--- src/ddr4_ca_defines.vh ---
// Constants for the command and address input decoder.
`ifndef DDR4_CA_DEFINES_VH
`define DDR4_CA_DEFINES_VH
// Address bit positions with a second function.
`define AP_BIT 10
`define BC_BIT 12
// Command codes {ras_n, cas_n, we_n} with act_n high.
`define CMD_MRS 3'h0
`define CMD_REF 3'h1
`define CMD_PRE 3'h2
`define CMD_RSV 3'h3
`define CMD_WR 3'h4
`define CMD_RD 3'h5
`define CMD_ZQC 3'h6
`define CMD_NOP 3'h7
// Power states.
`define PS_ACTIVE 2'h0
`define PS_PRE_PD 2'h1
`define PS_ACT_PD 2'h2
`define PS_SELF_REF 2'h3
`endif

--- src/ddr4_ca_decode.v ---
// Command, address and control input decoder of a DDR4 memory device.
`include "ddr4_ca_defines.vh"

module ddr4_ca_decode #(
   parameter ADDR_W = 18,  // Address inputs, bits 16..14 shared with command pins.
   parameter BG_W = 2,     // Bank group bits; a x16 part uses 1.
   parameter BA_W = 2,     // Bank address bits.
   parameter IS_X8 = 1     // Termination strobe pair exists only on the x8 part.
) (
   input wire clock,                  // Core clock, true clock crossing.
   input wire srst,                   // Synchronous reset, active high.
   input wire cke_pin,                // Clock enable from the controller.
   input wire cs_n,                   // Chip select, active low.
   input wire act_n,                  // Activate, active low.
   input wire ras_n,                  // Command pin or row bit 16.
   input wire cas_n,                  // Command pin or row bit 15.
   input wire we_n,                   // Command pin or row bit 14.
   input wire [ADDR_W-1:0] addr,      // Address inputs.
   input wire [BA_W-1:0] ba,          // Bank address.
   input wire [BG_W-1:0] bg,          // Bank group.
   input wire odt,                    // Termination control.
   input wire rtt_nom_en,             // Nominal termination enabled by mode setting.
   input wire tdqs_en,                // Termination strobe function enabled.
   input wire any_bank_open,          // Some bank holds an open row.
   input wire self_refresh_req,       // Refresh command came with clock enable low.
   output reg cmd_valid,              // One-cycle pulse, decoded command.
   output reg cmd_act,                // Command is activate.
   output reg [2:0] cmd_code,         // Non-activate command code.
   output reg [BA_W-1:0] cmd_bank,    // Target bank or mode register low bits.
   output reg [BG_W-1:0] cmd_group,   // Target bank group.
   output reg [2:0] mr_sel,           // Mode register selected on mode set.
   output reg [17:0] row_addr,        // Row address on activate.
   output reg [9:0] col_addr,         // Column address on read or write.
   output reg [17:0] opcode,          // Op-code on mode set.
   output reg auto_pre,               // Read or write closes bank afterwards.
   output reg burst_chop,             // Read or write is chopped.
   output reg pre_all,                // Precharge closes every bank.
   output reg rtt_nom_on,             // Nominal termination applied to data pins.
   output reg rtt_tdqs_on,            // Nominal termination applied to the strobe pair.
   output reg clk_run,                // Internal clocks and command buffers enabled.
   output reg odt_buf_on,             // Termination control buffer enabled.
   output reg drv_on,                 // Output drivers enabled.
   output reg [1:0] power_state       // Present power state.
);

   ////////////////////////////////////////////////////////////////////////////
   // Clock enable crosses from the pin; the asynchronous exit needs no command edge.

   reg cke_s1;
   reg cke_s2;
   reg cke_s3;
   reg cke;
   reg [1:0] next_state;

   // Three stages; the first may go metastable, so only the later two are compared.
   always @(posedge clock) begin
      cke_s1 <= cke_pin;
      cke_s2 <= cke_s1;
      cke_s3 <= cke_s2;
   end

   wire cke_agree = (cke_s2 == cke_s3);

   // Clock enable is filtered on its own, so leaving self refresh needs no sampled command.
   always @(posedge clock) begin
      if (srst) begin
         cke <= 1'b1;
      end else if (cke_agree) begin
         cke <= cke_s3;
      end
   end

   always @* begin
      next_state = power_state;
      case (power_state)
         `PS_ACTIVE: begin
            // A row left open rules out precharge power-down and self refresh.
            if (!cke) begin
               next_state = sleep_target(any_bank_open, self_refresh_req);
            end
         end
         // Every sleep state leaves on clock enable alone; no command is needed.
         `PS_PRE_PD: begin
            if (cke) begin
               next_state = `PS_ACTIVE;
            end
         end
         `PS_ACT_PD: begin
            if (cke) begin
               next_state = `PS_ACTIVE;
            end
         end
         `PS_SELF_REF: begin
            if (cke) begin
               next_state = `PS_ACTIVE;
            end
         end
         default: begin
            next_state = `PS_ACTIVE;
         end
      endcase
   end

   always @(posedge clock) begin
      if (srst) begin
         power_state <= `PS_ACTIVE;
      end else begin
         power_state <= next_state;
      end
   end

   always @* begin
      // Commands and drivers run only while awake with clock enable still high.
      clk_run = (power_state == `PS_ACTIVE) && cke;
      drv_on = clk_run;
      // The termination control buffer survives power-down but not self refresh.
      odt_buf_on = (power_state != `PS_SELF_REF);
   end

   // Input buffers. A buffer that is off shows its idle level, so pins left floating
   // while the part sleeps can never be read as a command.
   wire cs_in_n = cs_n || !clk_run;
   wire act_in_n = act_n || !clk_run;
   wire ras_in_n = ras_n || !clk_run;
   wire cas_in_n = cas_n || !clk_run;
   wire we_in_n = we_n || !clk_run;
   wire [ADDR_W-1:0] addr_in = addr & {ADDR_W{clk_run}};
   wire [BA_W-1:0] ba_in = ba & {BA_W{clk_run}};
   wire [BG_W-1:0] bg_in = bg & {BG_W{clk_run}};
   // The termination control keeps its buffer through power-down, not self refresh.
   wire odt_in = odt && odt_buf_on;

   ////////////////////////////////////////////////////////////////////////////
   // Decode helpers shared by the state machine, the strobe and the field capture.
   // The strobe is gated by asks_work but the fields by chip select alone, so a selected
   // no-operation updates the captured code and fields without raising the strobe.

   // An open row forces active power-down; otherwise the refresh request picks the state.
   function [1:0] sleep_target;
      input open_row;
      input refresh_req;
      begin
         if (open_row) begin
            sleep_target = `PS_ACT_PD;
         end else if (refresh_req) begin
            sleep_target = `PS_SELF_REF;
         end else begin
            sleep_target = `PS_PRE_PD;
         end
      end
   endfunction

   // A selected cycle asks for work if it is an activate or its code is not no-operation.
   function asks_work;
      input is_act;
      input [2:0] code;
      begin
         asks_work = is_act || (code != `CMD_NOP);
      end
   endfunction

   // The code reported for a command; an activate reports no-operation.
   function [2:0] code_of;
      input is_act;
      input [2:0] code;
      begin
         code_of = is_act ? `CMD_NOP : code;
      end
   endfunction

   // On activate the three command pins stand for row bits 16, 15 and 14.
   function [17:0] row_of;
      input [17:0] a;
      input [2:0] code;
      begin
         row_of = {a[17], code, a[13:0]};
      end
   endfunction

   // The op-code is the low address; the pins shared with the command are not part of it.
   function [17:0] opcode_of;
      input [17:0] a;
      begin
         opcode_of = {4'h0, a[13:0]};
      end
   endfunction

   // Column commands are the only ones that carry the chop bit; precharge also reads the precharge bit.
   function is_column;
      input [2:0] code;
      begin
         is_column = (code == `CMD_RD) || (code == `CMD_WR);
      end
   endfunction

   ////////////////////////////////////////////////////////////////////////////
   // Command decode, registered on the rising edge.

   wire take = !cs_in_n;
   wire [2:0] pins = {ras_in_n, cas_in_n, we_in_n};
   wire act_low = !act_in_n;

   reg next_valid;

   // Next values of the captured fields.
   reg next_act;
   reg [2:0] next_code;
   reg [BA_W-1:0] next_bank;
   reg [BG_W-1:0] next_group;
   reg [2:0] next_mr_sel;
   reg [17:0] next_row;
   reg [9:0] next_col;
   reg [17:0] next_opcode;
   reg next_auto_pre;
   reg next_chop;
   reg next_pre_all;

   // Fields stand until the next selected command, so each default is the present value.
   always @* begin
      next_valid = take && asks_work(act_low, pins);
      next_act = cmd_act;
      next_code = cmd_code;
      next_bank = cmd_bank;
      next_group = cmd_group;
      next_mr_sel = mr_sel;
      next_row = row_addr;
      next_col = col_addr;
      next_opcode = opcode;
      next_auto_pre = auto_pre;
      next_chop = burst_chop;
      next_pre_all = pre_all;
      if (take) begin
         next_act = act_low;
         next_code = code_of(act_low, pins);
         next_bank = ba_in;
         next_group = bg_in;
         next_mr_sel = {bg_in[0], ba_in[1:0]};
         // Flags of an earlier command must not ride along with this one.
         next_auto_pre = 1'b0;
         next_chop = 1'b0;
         next_pre_all = 1'b0;
         if (act_low) begin
            next_row = row_of(addr_in, pins);
         end else if (is_column(pins)) begin
            next_col = addr_in[9:0];
            next_auto_pre = addr_in[`AP_BIT];
            next_chop = !addr_in[`BC_BIT];
         end else if (pins == `CMD_PRE) begin
            next_pre_all = addr_in[`AP_BIT];
         end else if (pins == `CMD_MRS) begin
            next_opcode = opcode_of(addr_in);
         end
      end
   end

   // The strobe lives apart from the fields: it drops after one cycle, they stand.
   always @(posedge clock) begin
      if (srst) begin
         cmd_valid <= 1'b0;
      end else begin
         cmd_valid <= next_valid;
      end
   end

   always @(posedge clock) begin
      if (srst) begin
         cmd_act <= 1'b0;
         cmd_code <= `CMD_NOP;
         cmd_bank <= {BA_W{1'b0}};
         cmd_group <= {BG_W{1'b0}};
         mr_sel <= 3'h0;
         row_addr <= 18'h00000;
         col_addr <= 10'h000;
         opcode <= 18'h00000;
         auto_pre <= 1'b0;
         burst_chop <= 1'b0;
         pre_all <= 1'b0;
      end else begin
         cmd_act <= next_act;
         cmd_code <= next_code;
         cmd_bank <= next_bank;
         cmd_group <= next_group;
         mr_sel <= next_mr_sel;
         row_addr <= next_row;
         col_addr <= next_col;
         opcode <= next_opcode;
         auto_pre <= next_auto_pre;
         burst_chop <= next_chop;
         pre_all <= next_pre_all;
      end
   end

   ////////////////////////////////////////////////////////////////////////////
   // Termination; the control pin is read only while its buffer is on.

   // The strobe pair is only terminated on the x8 part with its function enabled.
   wire strobe_term_ok = tdqs_en && (IS_X8 != 0);
   reg next_rtt_nom;
   reg next_rtt_tdqs;

   always @* begin
      // A disabled nominal setting makes the control pin of no effect at all.
      next_rtt_nom = odt_in && rtt_nom_en;
      next_rtt_tdqs = next_rtt_nom && strobe_term_ok;
   end

   always @(posedge clock) begin
      if (srst) begin
         rtt_nom_on <= 1'b0;
      end else begin
         rtt_nom_on <= next_rtt_nom;
      end
   end

   always @(posedge clock) begin
      if (srst) begin
         rtt_tdqs_on <= 1'b0;
      end else begin
         rtt_tdqs_on <= next_rtt_tdqs;
      end
   end

endmodule // ddr4_ca_decode

--- config.mk ---
export PLATFORM = sky130hd
export DESIGN_NAME = ddr4_ca_decode
export DESIGN_NICKNAME = d
export VERILOG_FILES = /design/src/ddr4_ca_decode.v
export VERILOG_INCLUDE_DIRS = /design/src
export SDC_FILE = /design/constraint.sdc
export NUM_CORES = 1
export LEC_CHECK = 0
export ABC_AREA = 1
export BUFFER_PORTS_ARGS = -buffer_cell sky130_fd_sc_hd__buf_2
export CAP_MARGIN = 25
export CORE_AREA = 2 2 74 76
export DETAILED_ROUTE_END_ITERATION = 16
export DIE_AREA = 0 0 76 78
export GPL_TIMING_DRIVEN = 0
export HOLD_SLACK_MARGIN = 0.03
export PLACE_DENSITY = 0.88
export SETUP_SLACK_MARGIN = 0.1
export SKIP_CTS_REPAIR_TIMING = 1
export SYNTH_ARGS = -nofsm -noshare
export SYNTH_HDL_FRONTEND = slang
export SYNTH_SLANG_ARGS = --single-unit
--- constraint.sdc ---
create_clock -name clock -period 4 [get_ports clock]
set_input_delay 0.8 -clock clock [delete_from_list [all_inputs] [get_ports clock]]
set_output_delay 0.8 -clock clock [all_outputs]
set_load 0.02 [all_outputs]
# == Yosys cells after proc, flatten, opt, wreduce, memory -nomap -nowiden ==
# Cells that the tools add are included.
# word_totals
register_bits,65
input_bits,35
output_inout_bits,68
wordCells,73
# classes
n_eq_ne,11
muxes,13
bitwise_logic,7
n_reduce_logical,23
# ops
cell,n
$and 18x18->18,1
$mux 2,4
$logic_or 1x1->1,7
$mux 1,7
$eq 3x3->1 const B,2
$logic_and 1x1->1,5
$reduce_and 5->1,1
$and 2x2->2,2
$eq 2x2->1 const B,2
$logic_not 1->1,4
$ne 2x2->1 const B,2
$not 1->1,4
$pmux 2 s2,1
$reduce_and 2->1,2
$eq 3x2->1 const B,1
$logic_not 3->1,1
$mux 3,1
$ne 3x3->1 const B,1
$reduce_and 3->1,1
$reduce_or 3->1,1
$eq 2x1->1 const B,1
$logic_not 2->1,1
$ne 2x1->1 const B,1
$eq 1x1->1,1

# == Depth between registers and ports, before layout ==
# Gate-level depths: netlist (run 1).
# depth
word_depth,8
ltp_mapped,8
depth_no_buf,7

# == Worst setup path before layout (run 1) ==
# OpenSTA, ideal clock, no wires.
# synth_timing
path_kind,register to output
from,reg power_state[0]
to,out drv_on
arrival_ns,1.306
t_required_ns,3.200
slack_ns,1.894
path_stages_with_launch,5
path_buffers,1
path_cell_list,dfxtp_1 > nor2_8 > nand2_4 > clkinv_1 > buf_4
# synth_via
elab_chain_len,2
# synth_lines
item,line_no,text
"start, declared",ddr4_ca_decode.v:43,output reg [1:0] power_state
"start signal, assigned",ddr4_ca_decode.v:106,power_state <= `PS_ACTIVE;
"start signal, assigned",ddr4_ca_decode.v:108,power_state <= next_state;
$logic_not 2->1,n/a,
$logic_and 1x1->1,ddr4_ca_decode.v:114,clk_run = (power_state == `PS_ACTIVE) && cke;
"end, declared",ddr4_ca_decode.v:42,"output reg drv_on,"
# Every way passes these cells.

# == Final worst setup path (run 1) ==
# Ends and elaborated chain as after synthesis.

==> flow_summary.rst, run 1 <==
.. list-table::
   :header-rows: 1

   * - Metric
     - Value
   * - Result of the run
     - complete, no violations
   * - Kind of start point of the critical path
     - flip-flop
   * - Wire length of the first global-routing pass
     - 10.2 mm
   * - Kind of capture point of the worst setup path
     - primary output
   * - Worst R2R Path Depth
     - 7
   * - Antenna violations before repair
     - 0
   * - Clock tree from TritonCTS
     - yes
   * - Final std cells w/o fill
     - around 520
   * - Multiplexer area fraction after synthesis
     - 0%
   * - Leftover overflow at the end of global routing
     - 0
   * - Gp weighted congestion
     - 0.847
   * - Crit path kind
     - flip-flop to primary output
   * - Commonest register cell after synthesis
     - sky130_fd_sc_hd__dfxtp_1
   * - Layout area overhead
     - 31.4%
   * - Remaining antenna violation count after routing
     - 0
   * - Standard-cell row count
     - 26
   * - Worst hold path type
     - flip-flop to flip-flop
   * - Dominant combinational cell family by area after synthesis
     - simple AND/OR/NAND/NOR gates
   * - Slowest library cell on the worst path
     - sky130_fd_sc_hd__dfxtp_1
   * - Die Y-Extent
     - 78 um
   * - Number of cells on the critical path
     - 5
   * - 1st-pass router iterations
     - 4
   * - DRC viols
     - 0
   * - Max Clock Freq
     - just over 0.4 GHz
   * - Data arrival at the endpoint of the critical path
     - roughly 1.7 ns
   * - Final Routed Wirelength
     - 6.21 mm
   * - Tot GR Track Use
     - between 20% and 30%
   * - Sequential element share of the synthesized area
     - roughly half
   * - Leakage component of the power
     - 1.75 nW
   * - HPWL Detailed
     - 4.64 mm
   * - Final core utilization
     - between 60% and 70%
   * - Number of pins with negative max-slew slack in the final report
     - 0
   * - Flip-flop and latch count after synthesis
     - 62
   * - Final net count
     - approximately 480
   * - Data required time at the worst endpoint
     - 3.20 ns
   * - IR drop worst, VDD
     - about 0.28 mV
   * - Antenna diode count
     - 0
   * - Worst skew pair latency
     - roughly 0.33 ns
   * - H-tree levels
     - 3
   * - Number of sinks on the clock net
     - 62
   * - Pwr per Cell Area
     - 449 nW/um2
   * - Clock buffers created by TritonCTS
     - 9
   * - Final critical path time including I/O delays and setup
     - roughly 2.5 ns
   * - Unrepaired setup endpoints after global routing
     - no
   * - Mapped Cells
     - roughly 340
   * - Final count of hold timing violations
     - 0
   * - Simple logic cell fraction of the synthesized area
     - 34.2%
   * - Worst path cell trace
     - nor2_8 > nand2_4 > clkinv_1 > buf_4 > buf_2
   * - Number of maximum-capacitance violations
     - 0
   * - Via density per instance
     - between 4 and 5
   * - Adder and majority gate portion of the synthesized area
     - 0%
   * - Vias in the first global route
     - around 2200
   * - Critical path buffer and inverter count
     - 3
   * - Yosys warns
     - 0
   * - Vias
     - around 2500
   * - Xor-xnor portion of the synthesized cell area
     - 0%
   * - Largest stage delay, worst path
     - around 0.48 ns
   * - Placed cell count
     - roughly 500
   * - Cell at the root of the clock tree
     - sky130_fd_sc_hd__clkbuf_8
   * - EDFF count, synth
     - 0
   * - Clock tree buffer depth
     - 2
   * - Final setup violation count
     - 0
   * - Share of cells above drive strength 1
     - around 30%
   * - Clock-pin slew on the worst setup and hold paths
     - roughly 0.070 ns
   * - Die area
     - between 5000 and 6000 um2
   * - Count of routing violations after the opening detailed-route iteration
     - 111
   * - Total power consumption of the routed design
     - 1.49 mW
   * - Area of the core region
     - between 5000 and 6000 um2
   * - Cell family with most CP delay
     - buffers and inverters
   * - Effective utilization at floorplan
     - 50.0%
   * - Proportion of register bits with asynchronous set or reset after synthesis
     - 0%
   * - Post-detailed-route wirelength per cell
     - about 12 um
   * - Fraction of the cycle the final worst path needs
     - 61.6%
   * - Netlist area before placement
     - around 2500 um2
   * - Num ports
     - approximately 100
   * - Pin count of the biggest net entering global routing
     - 12
   * - Post-synthesis cell type count
     - 27
   * - Largest fanout on the critical path
     - 11
   * - Post-synthesis compound-gate area fraction
     - approximately 6.9%
   * - Setup TNS
     - 0 ns
   * - Port bufs
     - 94
   * - Die X-Extent
     - about 76 um
   * - Synthesized area per cell
     - about 7.5 um2
   * - Worst clock skew
     - between 0.006 and 0.007 ns
   * - Final hold slack
     - ~0.33 ns
   * - Hold-critical path depth
     - 0
layout make-up:
class                      instances  area [um2]
clock buffer                      11         151
tap                               70        87.6
timing repair buffer              94         470
fill                             446        1730
buffer                            22         143
sequential                        62        1240
clock inverter                     4        70.1
inverter                          26        97.6
multi-input combinational        229        1050
cell usage in the layout, fill, tap and decap left out, types with 11 or more instances in the layout:
cell type                  instances
sky130_fd_sc_hd__buf_2            97
sky130_fd_sc_hd__buf_4            11
sky130_fd_sc_hd__clkbuf_8         11
sky130_fd_sc_hd__dfxtp_1          62
sky130_fd_sc_hd__inv_1            24
sky130_fd_sc_hd__nand2_1          49
sky130_fd_sc_hd__nand3_1          18
sky130_fd_sc_hd__nor2_1          104
sky130_fd_sc_hd__o21ai_0          27
final timing paths:
kind                                from                        to  slack [ns]
max          power_state[0]$_SDFFE_PP0P_                    drv_on        1.53
min                       cke_s1$_DFF_P_            cke_s2$_DFF_P_        0.33
max reg2reg  power_state[0]$_SDFFE_PP0P_  row_addr[0]$_SDFFE_PP0P_        2.47
min reg2reg               cke_s1$_DFF_P_            cke_s2$_DFF_P_        0.33
per-stage QoR:
step                setup WS, ns  instance area, um2
finish                      1.53                3310
global route                1.47                3310
CTS                         1.51                3310
detailed placement          1.89                3090
global placement            1.90                3090
floorplan                   1.89                2530
flip-flops by register name (all words and copies together) (netlist names), 2 cells and up:
register,count
cmd_code,3
cmd_group,2
col_addr,10
opcode,14
power_state,2
row_addr,18
metal layers:
layer,global-route usage (%),share of wire [%],vias to the layer above
met3,4.88,6.4,17
met5,0,0,-
met4,13.5,2.6,0
met2,34.0,46,102
met1,27.5,45,1082
li1,-,-,1251
cell families after synthesis:
logic type / after synthesis
AOI/OAI and AO/OA: 34
and+or+nand+nor: 191
DFF: 62
buffers and inverters: 48
other: 1
Yosys cell counts (2+ instances only):
master	instances	area share, %
sky130_fd_sc_hd__a21oi_1	5	0.99
sky130_fd_sc_hd__buf_2	3	0.60
sky130_fd_sc_hd__buf_4	11	3.3
sky130_fd_sc_hd__buf_6	2	0.89
sky130_fd_sc_hd__clkbuf_1	5	0.74
sky130_fd_sc_hd__dfxtp_1	62	49
sky130_fd_sc_hd__inv_1	24	3.6
sky130_fd_sc_hd__nand2_1	49	7.3
sky130_fd_sc_hd__nand2_4	2	0.89
sky130_fd_sc_hd__nand3_1	18	3.6
sky130_fd_sc_hd__nand3_4	2	1.4
sky130_fd_sc_hd__nand3b_1	5	1.5
sky130_fd_sc_hd__nor2_1	104	15
sky130_fd_sc_hd__nor2_4	4	1.8
sky130_fd_sc_hd__nor3_1	2	0.40
sky130_fd_sc_hd__o21ai_0	27	5.4
where the power goes:
group / total, mW / switching (mW) / internal [mW]
registers: 0.663 / 0.0148 / 0.648
clock network: 0.604 / 0.225 / 0.379
logic: 0.220 / 0.144 / 0.0752
total: 1.49 / 0.384 / 1.10
(Power assumes the default switching activity.)
==> inputs of run 2 (changes only) <==
Settings changed: CORE_AREA 2 2 74 76 to 2 2 76 78, DIE_AREA 0 0 76 78 to 0 0 78 80, PLACE_DENSITY 0.88 to 0.85.
Clock period 4 ns to 2.4 ns, I/O delays scaled along.
==> run 2 against run 1 <==
Effect of this change: largest cell class unchanged; first-iteration DRC count fell by 12%; global-route usage fell by 1.6 points; design area fell by 1.5%; combinational power rose by 65%; sequential power rose by 66%.
==> flow_summary.rst, run 2 (synthesis results as in run 1) <==
.. list-table::
   :header-rows: 1

   * - Metric
     - Value
   * - 1st-pass router iterations
     - 5 (+1)
   * - Cell at the root of the clock tree
     - sky130_fd_sc_hd__clkbuf_8
   * - Max Clock Freq
     - approximately 0.47 GHz
   * - Most frequent cells in the layout
     - sky130_fd_sc_hd__nor2_1 (104), sky130_fd_sc_hd__buf_2 (97), sky130_fd_sc_hd__dfxtp_1 (62)
   * - Final hold slack
     - 0.253 ns (-0.0786 ns)
   * - Top Registers
     - row_addr: 18 flops, opcode: 14 flops, col_addr: 10 flops
   * - Worst hold path type
     - input port to flip-flop
   * - Gp weighted congestion
     - 0.815 (-3.7%)
   * - Largest stage delay, worst path
     - 0.47 ns (about the same)
   * - Final net count
     - 479 (unchanged)
   * - Kind of start point of the critical path
     - flip-flop
   * - Data arrival at the endpoint of the critical path
     - 1.67 ns (about the same)
   * - Crit path kind
     - flip-flop to primary output
   * - Setup TNS
     - 0 ns (unchanged)
   * - Pwr per Cell Area
     - 690 nW/um2 (+54%)
   * - Most frequent standard cell in the layout excluding fill and tap cells
     - sky130_fd_sc_hd__nor2_1
   * - Final critical path time including I/O delays and setup
     - around 2.1 ns
   * - Leakage component of the power
     - 1.72 nW (-1.6%)
   * - Standard-cell row count
     - 27 (+3.8%)
   * - Worst skew pair latency
     - 0.33 ns (about the same)
   * - Final std cells w/o fill
     - 520 (+0.39%)
   * - Fraction of power consumed by combinational cells
     - 16.1% (+1.3 points)
   * - Global routing met3 resource utilization
     - 4.52% (-0.36 points)
   * - Antenna violations before repair
     - 0 (unchanged)
   * - Number of pins with negative max-slew slack in the final report
     - 0 (unchanged)
   * - Area of the core region
     - 5410 um2 (+7.2%)
   * - Data required time at the worst endpoint
     - 1.92 ns (-1.28 ns)
   * - H-tree levels
     - 3 (unchanged)
   * - Count of routing violations after the opening detailed-route iteration
     - 98 (-12%)
   * - Clock tree buffer depth
     - 2 (unchanged)
   * - Clock tree from TritonCTS
     - yes
   * - Clk pwr share
     - 34.8% (-5.8 points)
   * - Clock buffers created by TritonCTS
     - 9 (unchanged)
   * - Switching part of the total
     - 27.5% (+1.6 points)
   * - Slowest library cell on the worst path
     - sky130_fd_sc_hd__dfxtp_1
   * - Pin count of the biggest net entering global routing
     - 12 (unchanged)
   * - Number of maximum-capacitance violations
     - 0 (unchanged)
   * - Final Routed Wirelength
     - 6.05 mm (-2.5%)
   * - Placed cell count
     - 505 (+0.40%)
   * - Vias
     - 2418 (-1.4%)
   * - Effective utilization at floorplan
     - 46.6% (-3.4 points)
   * - Sequential share of power
     - 49.2% (+4.6 points)
   * - Die Y-Extent
     - 80 um (+2.6%)
   * - GRT met2 Usage
     - 34.0% (-0.052 points)
   * - Antenna diode count
     - 0 (unchanged)
   * - Worst clock skew
     - 0.00480 ns (-0.00130 ns)
   * - DRC viols
     - 0 (unchanged)
   * - Post-placement setup slack
     - 0.589 ns (-1.30 ns)
   * - Cell family with most CP delay
     - buffers and inverters
   * - Fraction of the cycle the final worst path needs
     - 89.5%
   * - Unrepaired setup endpoints after global routing
     - no
   * - Largest fanout on the critical path
     - 11 (unchanged)
   * - Total power consumption of the routed design
     - 2.25 mW (+51%)
   * - Tot GR Track Use
     - 20.1% (-1.6 points)
   * - Clock-pin slew on the worst setup and hold paths
     - 0.06 ns (about the same)
   * - Final setup violation count
     - 0 (unchanged)
   * - Worst-case setup margin in the final layout
     - 0.252 ns (-1.28 ns)
   * - Num ports
     - 103 (unchanged)
   * - HPWL Detailed
     - 4.65 mm (+0.31%)
   * - Switching component of the power
     - 0.617 mW (+61%)
   * - Critical path buffer and inverter count
     - 3 (unchanged)
   * - Max FFs per register
     - 18 (unchanged)
   * - Met1 demand-to-capacity share in global routing
     - 24.6% (-2.8 points)
   * - Post-detailed-route wirelength per cell
     - 11.6 um (-2.8%)
   * - Die X-Extent
     - 78 um (+2.6%)
   * - Share of cells above drive strength 1
     - 29.7% (-0.67 points)
   * - Kind of capture point of the worst setup path
     - primary output
   * - Vias in the first global route
     - 2167 (-3.3%)
   * - Port bufs
     - 94 (unchanged)
   * - Die area
     - 6240 um2 (+5.3%)
   * - Result of the run
     - complete, no violations
   * - Layout area overhead
     - 29.3%
   * - Via density per instance
     - 4.65 (-1.8%)
   * - Wire length of the first global-routing pass
     - 9.89 mm (-3.0%)
   * - Grt peak-use layer
     - met2
   * - Leftover overflow at the end of global routing
     - 0 (unchanged)
   * - IR drop worst, VDD
     - 0.408 mV (+45%)
   * - Final count of hold timing violations
     - 0 (unchanged)
   * - Worst path cell trace
     - nor2_8 > nand2_4 > clkinv_1 > buf_4 > buf_2
   * - Number of sinks on the clock net
     - 62 (unchanged)
   * - Remaining antenna violation count after routing
     - 0 (unchanged)
   * - Internal power
     - 1.63 mW (+48%)
   * - Register ranked first by flip-flop count
     - row_addr
==> run 2: cell type report <==
type / instances / area, um2
Tap cell: 72 / 90.1
Sequential cell: 62 / 1240
Inverter: 26 / 97.6
Multi-Input combinational cell: 229 / 1050
Clock inverter: 1 / 5.00
Fill cell: 501 / 2150
Timing Repair Buffer: 94 / 470
Clock buffer: 14 / 163
Buffer: 22 / 143
==> run 2: worst reg2reg max path: stages, from the launching register on <==
cell,delay [ns]
sky130_fd_sc_hd__dfxtp_1,0.38
sky130_fd_sc_hd__nor2_8,0.20
sky130_fd_sc_hd__nand3_4,0.12
sky130_fd_sc_hd__nor2_4,0.23
sky130_fd_sc_hd__inv_2,0.14
sky130_fd_sc_hd__buf_6,0.17
sky130_fd_sc_hd__nor2_1,0.10
sky130_fd_sc_hd__nor2_1,0.06
==> run 2: worst paths after layout <==
| kind | endpoint | from | depth (start not counted) | slack (ns) |
|---|---|---|---|---|
| worst max-delay path | drv_on | power_state[0]$_SDFFE_PP0P_ | 5 | 0.25 |
| worst min-delay path | cke_s1$_DFF_P_ | cke_pin | 1 | 0.25 |
| worst max register to register | row_addr[0]$_SDFFE_PP0P_ | power_state[0]$_SDFFE_PP0P_ | 7 | 0.90 |
| worst min register to register | cke_s2$_DFF_P_ | cke_s1$_DFF_P_ | 0 | 0.33 |
==> run 2: per-layer routing <==
metal  up-vias  routed length [um]
li1       1252                   -
met1      1072                2760
met2        86                2790
met3         8                 399
met4         0                  99
met5         -                   0
==> run 2: power by group through the flow <==
stage,sequential (mW),clock (mW),combinational (mW)
after detailed placement,1.13,0,0.361
final,1.10,0.781,0.362
after global routing,1.11,0.839,0.398
after CTS,1.10,0.798,0.362
after global placement,1.12,0,0.356
after floorplan,1.18,0,0.181
==> run 2: through the flow <==
step	cell area (um2)	util [%]
6_report	3260	60.3
5_1_grt	3260	60.3
4_1_cts	3260	60.3
3_5_place_dp	3090	57.2
3_3_place_gp	3090	57.2
2_1_floorplan	2530	-
